===== src/rsb_pkg.sv =====
package rsb_pkg;

  // widths
  localparam int PC_W = 21;
  localparam int STK_DEPTH = 31;
  localparam int SP_W = 5;
  localparam int FLAGS_W = 5;
  localparam int BANK_W = 4;

  // quarter phases of one instruction cycle
  localparam logic [1:0] Q1 = 2'h0;
  localparam logic [1:0] Q2 = 2'h1;
  localparam logic [1:0] Q3 = 2'h2;
  localparam logic [1:0] Q4 = 2'h3;

  // opcode patterns
  localparam logic [15:0] OPC_PUSH = 16'h0005;
  localparam logic [15:0] OPC_RESET = 16'h00FF;
  localparam logic [14:0] OPC_RETURN_FROM_INTERRUPT_HI = 15'h0008;
  localparam logic [4:0] OPC_RELATIVE_SUBROUTINE_CALL_HI = 5'h1B;
  localparam logic [7:0] OPC_RETURN_WITH_LITERAL_HI = 8'h0C;
  localparam int OFF_W = 11;

  // reset values
  localparam logic [PC_W-1:0] PC_RST = 21'h000000;
  localparam logic [7:0] ACC_RST = 8'h00;
  localparam logic [FLAGS_W-1:0] FLAGS_RST = 5'h00;
  localparam logic [BANK_W-1:0] BANK_RST = 4'h0;
  localparam logic [7:0] LATCH_RST = 8'h00;
  localparam logic [4:0] UPPER_RST = 5'h00;
  localparam logic [SP_W-1:0] SP_RST = 5'h00;

  // address step of one instruction word
  localparam logic [PC_W-1:0] PC_STEP = 21'h000002;

  typedef enum logic {ST_EXEC, ST_NOP} rsb_state_e;

  typedef enum logic [2:0] {
    OP_OTHER, OP_PUSH, OP_RELATIVE_SUBROUTINE_CALL, OP_RESET, OP_RETURN_FROM_INTERRUPT, OP_RETURN_WITH_LITERAL
  } rsb_op_e;

endpackage


===== src/rsb_exec.sv =====
`timescale 1ns/10ps
// Operation
// - push places address after the instruction on stack; one cycle, flags kept.
// - relative call is 11011 then 11-bit signed offset; flags untouched.
// - relative call pushes call address plus 2 before adding twice offset.
// - call target is address plus 2 plus twice offset; two cycles.
// - software reset opcode returns all master-clear registers to reset values.
// - interrupt return pops pc and sets high or low irq enable; two cycles.
// - shadow bit set restores accumulator, flags, bank select; clear leaves them.
// - interrupt return leaves pc upper and high latches unchanged.
// - literal return loads constant into accumulator, pops pc; two cycles, no flags.
// - literal return leaves pc high latch unchanged.
module rsb_exec
  import rsb_pkg::*;
(
  // clock and reset
  input wire logic clk_sys,
  input wire logic rst_b,
  // instruction from fetch, sampled in the first quarter
  input wire logic [15:0] instr_word,
  // interrupt return selects the low-priority enable when high
  input wire logic irq_ret_low,
  // shadow copies kept by the core
  input wire logic [7:0] accumulator_shadow,
  input wire logic [FLAGS_W-1:0] flags_shadow,
  input wire logic [BANK_W-1:0] bank_select_shadow,
  // core state
  output logic [PC_W-1:0] pc_r,
  output logic [PC_W-1:0] top_of_return_stack,
  output logic [SP_W-1:0] stack_level,
  output logic [7:0] accumulator_r,
  output logic [FLAGS_W-1:0] flags_r,
  output logic [BANK_W-1:0] bank_select_register_r,
  output logic high_priority_irq_enable_r,
  output logic low_priority_irq_enable_r,
  output logic [7:0] pc_high_latch_r,
  output logic [4:0] pc_upper_latch_r,
  // cycle status
  output logic [1:0] phase_r,
  output logic nop_cycle_r,
  output logic sw_reset_r
);

  function automatic rsb_op_e decode(input logic [15:0] w);
    if (w == OPC_PUSH) return OP_PUSH;
    if (w == OPC_RESET) return OP_RESET;
    if (w[15:1] == OPC_RETURN_FROM_INTERRUPT_HI) return OP_RETURN_FROM_INTERRUPT;
    if (w[15:11] == OPC_RELATIVE_SUBROUTINE_CALL_HI) return OP_RELATIVE_SUBROUTINE_CALL;
    if (w[15:8] == OPC_RETURN_WITH_LITERAL_HI) return OP_RETURN_WITH_LITERAL;
    return OP_OTHER;
  endfunction

  function automatic logic [PC_W-1:0] rel_target(input logic [PC_W-1:0] pc,
                                                 input logic [OFF_W-1:0] n);
    logic [PC_W-1:0] twice_n;
    twice_n = {{(PC_W-OFF_W-1){n[OFF_W-1]}}, n, 1'b0};
    return pc + PC_STEP + twice_n;
  endfunction

  rsb_state_e state_r, state_nxt;
  rsb_op_e op_r, op_nxt;
  logic [15:0] word_r, word_nxt;
  logic [1:0] phase_nxt;
  logic [PC_W-1:0] pc_nxt;
  logic [7:0] acc_nxt;
  logic [FLAGS_W-1:0] flags_nxt;
  logic [BANK_W-1:0] bank_nxt;
  logic hi_en_nxt, lo_en_nxt, swr_nxt, nop_nxt;
  logic stk_push, stk_pop, stk_clear;
  logic exec_q2, exec_q4;

  assign exec_q2 = (state_r == ST_EXEC) && (phase_r == Q2);
  assign exec_q4 = (state_r == ST_EXEC) && (phase_r == Q4);

  rsb_stack u_stack (
    .clk_sys(clk_sys),
    .rst_b(rst_b),
    .push(stk_push),
    .pop(stk_pop),
    .clear(stk_clear),
    .push_data(pc_r + PC_STEP),
    .top_r(top_of_return_stack),
    .sp_r(stack_level)
  );

  // stack strobes: pushes in Q2, pops in Q4
  always_comb begin
    stk_push = exec_q2 && (op_r == OP_PUSH || op_r == OP_RELATIVE_SUBROUTINE_CALL);
    stk_pop = exec_q4 && (op_r == OP_RETURN_FROM_INTERRUPT || op_r == OP_RETURN_WITH_LITERAL);
    stk_clear = exec_q4 && op_r == OP_RESET;
  end

  always_comb begin
    phase_nxt = phase_r + 2'h1;
    state_nxt = state_r;
    op_nxt = op_r;
    word_nxt = word_r;
    pc_nxt = pc_r;
    acc_nxt = accumulator_r;
    flags_nxt = flags_r;
    bank_nxt = bank_select_register_r;
    hi_en_nxt = high_priority_irq_enable_r;
    lo_en_nxt = low_priority_irq_enable_r;
    swr_nxt = 1'b0;
    if (state_r == ST_EXEC && phase_r == Q1) begin
      op_nxt = decode(instr_word);
      word_nxt = instr_word;
    end
    if (phase_r == Q4) begin
      state_nxt = ST_EXEC;
      op_nxt = OP_OTHER;
    end
    if (exec_q4) begin
      case (op_r)
        OP_RELATIVE_SUBROUTINE_CALL: begin
          pc_nxt = rel_target(pc_r, word_r[OFF_W-1:0]);
          state_nxt = ST_NOP;
        end
        OP_RESET: begin
          pc_nxt = PC_RST;
          acc_nxt = ACC_RST;
          flags_nxt = FLAGS_RST;
          bank_nxt = BANK_RST;
          hi_en_nxt = 1'b0;
          lo_en_nxt = 1'b0;
          swr_nxt = 1'b1;
        end
        OP_RETURN_FROM_INTERRUPT: begin
          pc_nxt = top_of_return_stack;
          state_nxt = ST_NOP;
          if (irq_ret_low) begin
            lo_en_nxt = 1'b1;
          end else begin
            hi_en_nxt = 1'b1;
          end
          if (word_r[0]) begin
            acc_nxt = accumulator_shadow;
            flags_nxt = flags_shadow;
            bank_nxt = bank_select_shadow;
          end
        end
        OP_RETURN_WITH_LITERAL: begin
          acc_nxt = word_r[7:0];
          pc_nxt = top_of_return_stack;
          state_nxt = ST_NOP;
        end
        default: begin
          pc_nxt = pc_r + PC_STEP;
        end
      endcase
    end
    nop_nxt = (state_nxt == ST_NOP);
  end

  always_ff @(posedge clk_sys) begin
    if (!rst_b) begin
      state_r <= ST_EXEC;
      op_r <= OP_OTHER;
      word_r <= 16'h0000;
      phase_r <= Q1;
      pc_r <= PC_RST;
      accumulator_r <= ACC_RST;
      flags_r <= FLAGS_RST;
      bank_select_register_r <= BANK_RST;
      high_priority_irq_enable_r <= 1'b0;
      low_priority_irq_enable_r <= 1'b0;
      sw_reset_r <= 1'b0;
      nop_cycle_r <= 1'b0;
    end else begin
      state_r <= state_nxt;
      op_r <= op_nxt;
      word_r <= word_nxt;
      phase_r <= phase_nxt;
      pc_r <= pc_nxt;
      accumulator_r <= acc_nxt;
      flags_r <= flags_nxt;
      bank_select_register_r <= bank_nxt;
      high_priority_irq_enable_r <= hi_en_nxt;
      low_priority_irq_enable_r <= lo_en_nxt;
      sw_reset_r <= swr_nxt;
      nop_cycle_r <= nop_nxt;
    end
  end

  // nop_cycle_r mirrors state_r but is its own flop, so the port needs no decode

  // latches have no write path here; they hold and are cleared by reset or software reset
  always_ff @(posedge clk_sys) begin
    if (!rst_b || stk_clear) begin
      pc_high_latch_r <= LATCH_RST;
      pc_upper_latch_r <= UPPER_RST;
    end else begin
      pc_high_latch_r <= pc_high_latch_r;
      pc_upper_latch_r <= pc_upper_latch_r;
    end
  end
endmodule


===== src/rsb_stack.sv =====
`timescale 1ns/10ps
module rsb_stack
  import rsb_pkg::*;
(
  // clock and reset
  input wire logic clk_sys,
  input wire logic rst_b,
  // control
  input wire logic push,
  input wire logic pop,
  input wire logic clear,
  input wire logic [PC_W-1:0] push_data,
  // state
  output logic [PC_W-1:0] top_r,
  output logic [SP_W-1:0] sp_r
);

  logic [PC_W-1:0] mem [STK_DEPTH];
  logic [PC_W-1:0] top_nxt;
  logic [SP_W-1:0] sp_nxt;

  always_comb begin
    top_nxt = top_r;
    sp_nxt = sp_r;
    if (clear) begin
      top_nxt = PC_RST;
      sp_nxt = SP_RST;
    end else if (push) begin
      top_nxt = push_data;
      // overflow wraps silently from 31 to 0; only the mem write below checks depth
      sp_nxt = sp_r + 5'h01;
    end else if (pop) begin
      top_nxt = (sp_r == SP_RST) ? PC_RST : mem[sp_r - 5'h01];
      sp_nxt = (sp_r == SP_RST) ? SP_RST : sp_r - 5'h01;
    end
  end

  always_ff @(posedge clk_sys) begin
    if (!rst_b) begin
      top_r <= PC_RST;
      sp_r <= SP_RST;
    end else begin
      top_r <= top_nxt;
      sp_r <= sp_nxt;
    end
  end

  // older top moves one level down
  always_ff @(posedge clk_sys) begin
    if (rst_b && !clear && push && sp_r < 5'(STK_DEPTH)) begin
      mem[sp_r] <= top_r;
    end
  end

  // a push remembers the top it buried, so the pop straight after it can be checked
  logic [PC_W-1:0] buried_r;
  logic buried_vld_r;

  always_ff @(posedge clk_sys) begin
    if (!rst_b || clear) begin
      buried_vld_r <= 1'b0;
    end else if (push) begin
      buried_vld_r <= 1'b1;
    end else if (pop) begin
      buried_vld_r <= 1'b0;
    end
  end

  always_ff @(posedge clk_sys) begin
    if (push) begin
      buried_r <= top_r;
    end
  end
endmodule

===== config.mk =====
export PLATFORM = sky130hd
export DESIGN_NAME = rsb_exec
export DESIGN_NICKNAME = d
export VERILOG_FILES = /design/src/rsb_pkg.sv /design/src/rsb_exec.sv /design/src/rsb_stack.sv
export SDC_FILE = /design/constraint.sdc
export NUM_CORES = 1
export LEC_CHECK = 0
export BUFFER_PORTS_ARGS = -buffer_cell sky130_fd_sc_hd__buf_2
export CORE_AREA = 2 2 262 264
export DETAILED_ROUTE_END_ITERATION = 16
export DIE_AREA = 0 0 264 266
export PLACE_DENSITY = 0.67
export SKIP_LAST_GASP = 1
export SYNTH_ARGS = -nofsm -noshare
export SYNTH_HDL_FRONTEND = slang
export SYNTH_HIERARCHICAL = 1
export SYNTH_SLANG_ARGS = --single-unit

===== constraint.sdc =====
create_clock -name clk_sys -period 5.2 [get_ports clk_sys]
set_input_delay 0.78 -clock clk_sys [delete_from_list [all_inputs] [get_ports clk_sys]]
set_output_delay 0.78 -clock clk_sys [all_outputs]
set_load 0.01 [all_outputs]

==> results of run 1 <==
-- worst max-delay path by stage --
stage,startpoint,end,slack (ns),cells past startpoint
floorplan,op_r[1],u_stack/mem[13][0],1.30,11
detailed placement,phase_r[0],u_stack/mem[20][17],1.20,9
global placement,phase_r[0],u_stack/mem[20][0],1.45,9
global route,phase_r[0],u_stack/mem[21][7],0.91,9
finish,phase_r[0],u_stack/mem[20][9],1.09,9
CTS,phase_r[0],u_stack/mem[20][9],1.18,9
-- worst max-delay path, cell delays in order, from the launching register on --
cell      delay (ns)
dfxtp_1         0.35
ha_1            0.25
nor2b_1         0.14
buf_4           0.21
nand3_1         0.25
inv_1           0.11
nand2b_1        0.37
a311oi_1        0.60
nand2_1         0.46
nor2_2          0.98
-- area by class of cell --
type,count,area share
Clock inverter,49,0.0147
Timing Repair Buffer,182,0.0326
Sequential cell,735,0.606
Clock buffer,84,0.0542
Tap cell,882,0.0315
Inverter,20,0.00214
Multi-Input combinational cell,1132,0.259
-- flip-flops by register name, indices dropped and copies added (netlist names) --
signal and cells:
pc_r 21, u_stack/mem 651, state_r 1, bank_select_register_r 4
u_stack/top_r 21, u_stack/sp_r 5, phase_r 2, accumulator_r 8
high_priority_irq_enable_r 1, op_r 3, word_r 11, low_priority_irq_enable_r 1
flags_r 5, sw_reset_r 1
-- placed cells by master (no fill, tap or decap), types with 20 or more instances in the layout --
master,count
mux4_2,137
ha_1,28
o21ai_0,111
nand3_1,98
dfxtp_1,83
buf_2,105
nand2_1,254
inv_1,20
o211ai_1,21
nor2_2,32
a31oi_1,27
nor2_1,53
mux2i_1,51
a21boi_0,23
xnor2_1,21
buf_4,74
edfxtp_1,651
a21oi_1,50
clkbuf_16,74
-- layer usage --
| layer | GRT usage | share of wire | up-vias |
|---|---|---|---|
| met1 | 0.312 | 0.42 | 9515 |
| met2 | 0.359 | 0.48 | 845 |
| met3 | 0.0370 | 0.076 | 133 |
| li1 | - | - | 8043 |
| met4 | 0.0746 | 0.030 | 0 |
| met5 | 0 | 0 | - |
-- logic make-up (layout without fill, tap and decap cells) --
family          count (synthesis)  after routing  synth area share
compound gates                316            316            0.0647
xor+xnor                       38             38            0.0116
fa+ha+maj                      30             30            0.0124
buf+inv                       149            335            0.0236
flops                         735            735             0.688
mux                           191            191             0.118
other cells                     1             13          0.000122
simple gates                  544            544            0.0818
-- power by group through the flow --
stage,registers (mW),clock network [mW],logic (mW)
floorplan,6.66,0,0.600
global placement,6.64,0,0.943
detailed placement,6.64,0,0.957
CTS,6.51,5.41,0.961
global route,6.52,5.62,1.03
finish,6.52,5.32,0.960
-- Yosys cell counts, types with 19 or more instances --
library cell	n	area, um^2
inv_1	20	75.1
a21oi_1	50	250
a31oi_1	27	169
mux2i_1	51	510
xnor2_1	23	201
clkbuf_1	56	210
nor2_1	84	315
dfxtp_1	84	1680
mux4_2	137	3090
edfxtp_1	651	19500
o211ai_1	21	158
nand2_1	254	953
buf_2	28	140
a21boi_0	23	173
nand3_1	98	490
o21ai_0	111	556
ha_1	29	363
buf_4	23	173
nor2b_1	19	119
==> impl_results.md, run 1 <==
* Final worst-path cycle share at 0.791
* Final hold violation count at 0
* Total Power at approximately 13 mW
* Routed vias at 18500
* Core Rows at 96
* Actual slew at the worst max-slew pin at 1.10 ns
* Filler instances at ~5600
* Layout cells sized above 1 at 0.223
* CTS sink count at 735
* Worst slack at placement at 1.20 ns
* CTS tree: yes
* Clk pin slew, worst setup/hold paths at 0.06 ns
* CTS root buf: clkbuf_16
* Top FF cell, synth: edfxtp_1
* Max-cap viol count at 0
* RR Endpoint: u_stack/mem[20][9]
* Min-delay src: flags_shadow[0]
* Worst Path Arrival at 4.34 ns
* Crit Path Max Fanout at 21
* Hold path depth at 3
* Crit path kind: flop to flop
* Die height at roughly 270 um
* Synth cell types at 84
* Via/cell ratio at 6.01
* Finished Layout Cells at 3084
* Startpoint types: flop
* Cell area after layout at 35000 um^2
* Endpoint, Worst Hold: flags_r[0]
* RSZ-0062 raised after global routing: no
* Hold buffer count at cts at 0
* Pins Over Slew Limit at 0
* Leakage at 11.8 nW
* Post-Syn Area at 30900 um^2
* Area of the multi-input gates at 9070 um^2
* CTS max path bufs at 3
* Total negative slack at 0 ns
* Final ANT Viol Nets at 0
* Worst R2R Start: phase_r[0]
* Vias in the first global route at 18300
* Sequential cell area at between 20000 and 25000 um^2
* Worst hold margin at 0.435 ns
* IO Count at 119
* Resized Gates After CTS at 0
* Synthesized area per cell at 15.4 um^2
* Tmin final at about 4 ns
* Routed WL at between 70000 and 80000 um
* Layout Nets at 2209
* Slew HR at 0.268
* DR DRC count at 0
* Final WS setup at 1.09 ns
* Initial Utilization at 0.455
* R2R cell count at 9
* HPWL after DPL at 49100 um
* DRT Pass-1 Iters at 6
* Placed Instances at 2951
* Largest net degree at the start of global routing at 108
* N_diodes at 0
* DIE AREA at between 70000 and 80000 um^2
* Postcts setup bufs at 0
* Placed inst area at 32600 um^2
* Worst Hold Class: input pin to flop
* Switch share at 0.228
* Setup Viol. Count Final at 0
* Post-Syn Instances at 2004
* VDD IR max at 0.000315 V
* Syn. warnings at 6
* Comb power frac at 0.075
* Worst reg-to-reg setup slack at 1.09 ns
* Die W at 264 um
* FF+latch count, synth at 735
* Psw at ~2.9 mW
* Final Util at 0.517
* Worst EP required at between 5 and 6 ns
* Area Growth Syn to Fin at 13.5%
* H-Tree Depth at 3
* First-pass GRT wire length at 117000 um
* WL/cell at 25.5 um
* Pint at 9.89 mW
* Grt total ovfl at 0
* Port buffer count at 105
* Core Region at 67700 um^2
* CTS Buf Count at 72
* Seq pwr share at 0.509
* Fmax at 243 MHz
* Status: complete, no violations
* Part of the power in the clock network at 0.416
* Drt first-iter violations at 2028
* Worst setup EP type: flop
* Worst skew pair latency at between 0.6 and 0.7 ns
* Number of flops mapped to enable cells by yosys at 651
* Overall Global Routing Usage at 0.223
* Register area share after synthesis at 0.688
* Antenna violations before repair at 0
* Clk_skew at 0.0236 ns
* Pwr dens at 365 nW/um^2
* Gpl congestion at 0.890
* Asr flop ratio synth at 0
Note: power is estimated with default switching activity, not from simulation.
==> inputs of run 2 (changes only) <==
clock period = 4 ns   (was 5.2 ns; I/O delays follow)
==> run 2 against run 1 <==
Effect of this change: sequential share of layout area shrank 0.62 points; largest power group unchanged; worst setup slack lost 0.80 ns; die area unchanged; flip-flop and latch count did not move.
==> impl_results.md, run 2 (synthesis results as in run 1) <==
* Status: complete, no violations
* DIE AREA at around 70000 um^2
* Largest net degree at the start of global routing at 104
* DR DRC count at 0
* Layout cells sized above 1 at 0.236
* Gpl congestion at just over 0.9
* Actual slew at the worst max-slew pin at 1.26 ns
* Core Region at 67700 um^2
* Resized Gates After CTS at 0
* CTS tree: yes
* Via/cell ratio at 5.98
* RSZ-0062 raised after global routing: no
* Leakage at 12.0 nW
* Sequential cell area at 21200 um^2
* Worst EP required at roughly 4.5 ns
* Pins Over Slew Limit at 0
* Top reg by flops: u_stack/mem
* Layout Nets at 2246
* Die height at 266 um
* First-pass GRT wire length at 117000 um
* Routed vias at 18700
* Vias in the first global route at approximately 18000
* CTS max path bufs at 3
* Top flop regs: u_stack/mem x651, pc_r x21, u_stack/top_r x21
* Tmin final at roughly 3.7 ns
* Routed WL at 79000 um
* IO Count at 119
* Area of the multi-input gates at slightly above 9000 um^2
* Comb power frac at 0.073
* Flip-flop count of the largest register after layout at 651
* CTS root buf: clkbuf_16
* Switch share at 0.225
* Final ANT Viol Nets at 0
* Pint at 13.0 mW
* Most frequent cells in the layout: edfxtp_1, nand2_1, mux4_2, o21ai_0, buf_4
* Hold buffer count at cts at 0
* Crit path kind: flop to flop
* H-Tree Depth at 3
* Total negative slack at 0 ns
* DRT Pass-1 Iters at 6
* VDD IR max at roughly 0.00040 V
* Worst setup EP type: flop
* Max-cap viol count at 0
* Commonest non-fill, non-tap cell in the layout: edfxtp_1
* Clk pin slew, worst setup/hold paths at 0.06 ns
* N_diodes at 0
* CTS sink count at 735
* Fmax at ~270 MHz
* Overall Global Routing Usage at 0.224
* Drt first-iter violations at 2094
* Worst Path Arrival at between 4 and 5 ns
* Worst Hold Class: input pin to flop
* Antenna violations before repair at 2
* Pwr dens at 474 nW/um^2
* Final hold violation count at 0
* Area Growth Syn to Fin at 14.7%
* Port buffer count at 105
* Setup Viol. Count Final at 0
* Filler instances at between 5000 and 6000
* Placed inst area at 32900 um^2
* Seq pwr share at 0.507
* Cell area after layout at around 35000 um^2
* Part of the power in the clock network at 0.419
* Initial Utilization at 0.455
* Slew HR at 0.156
* Grt total ovfl at 0
* CTS Buf Count at 73
* Postcts setup bufs at 0
* Startpoint types: flop
* Die W at 264 um
* Crit Path Max Fanout at 7
* Final worst-path cycle share at 0.928
* HPWL after DPL at about 50000 um
* WL/cell at roughly 25 um
* Worst skew pair latency at roughly 0.62 ns
* Clk_skew at around 0.023 ns
* Core Rows at 96
* Psw at 3.77 mW
## run 2: power groups by stage
stage	registers, mW	clock network, mW	logic (mW)
5_1_grt	8.51	7.42	1.33
6_report	8.50	7.04	1.23
4_1_cts	8.50	7.15	1.23
3_3_place_gp	8.66	0	1.21
3_5_place_dp	8.67	0	1.23
2_1_floorplan	8.66	0	0.780
## run 2: worst max-delay path, cell delays in order, from the launching register on
cell	delay, ns
dfxtp_1	0.45
ha_1	0.28
nand3_4	0.15
or3_2	0.56
nor2_1	0.15
xor2_1	0.21
ha_1	0.33
and3_1	0.24
a221o_1	0.34
a31oi_1	0.29
xnor2_1	0.11
a211o_1	0.29
a32o_1	0.20
## run 2: cell type report
class,instances,area share
sequential,735,0.600
multi-input combinational,1132,0.256
tap,882,0.0312
inverter,20,0.00212
clock inverter,40,0.0135
timing repair buffer,218,0.0406
clock buffer,92,0.0566
## run 2: final timing paths
| kind | from | end | slack (ns) | cells past startpoint |
|---|---|---|---|---|
| worst max register to register | pc_r[1] | pc_r[14] | 0.29 | 12 |
| worst min register to register | bank_select_register_r[3] | bank_select_register_r[3] | 0.47 | 2 |
| worst min-delay path | flags_shadow[1] | flags_r[1] | 0.26 | 3 |
| worst max-delay path | pc_r[1] | pc_r[14] | 0.29 | 12 |
## run 2: layer usage
metal	up-vias	part of all wire	GRT usage
met3	120	0.087	0.0424
met1	9501	0.43	0.328
li1	8132	-	-
met4	2	0.024	0.0671
met5	-	0.00014	0
met2	903	0.46	0.343
## run 2: metrics by stage
step | hold slack [ns] | utilization | std cells | power, mW | setup WS [ns]
after floorplan | 0.448 | - | 2016 | 9.44 | 0.104
after global placement | 0.446 | 0.486 | 2987 | 9.87 | 0.430
after detailed placement | 0.456 | 0.486 | 2987 | 9.89 | 0.375
after CTS | 0.237 | 0.522 | 3119 | 16.9 | 0.354
after global routing | 0.257 | 0.522 | 3119 | 17.3 | 0.136
final | 0.255 | 0.522 | 3119 | 16.8 | 0.287
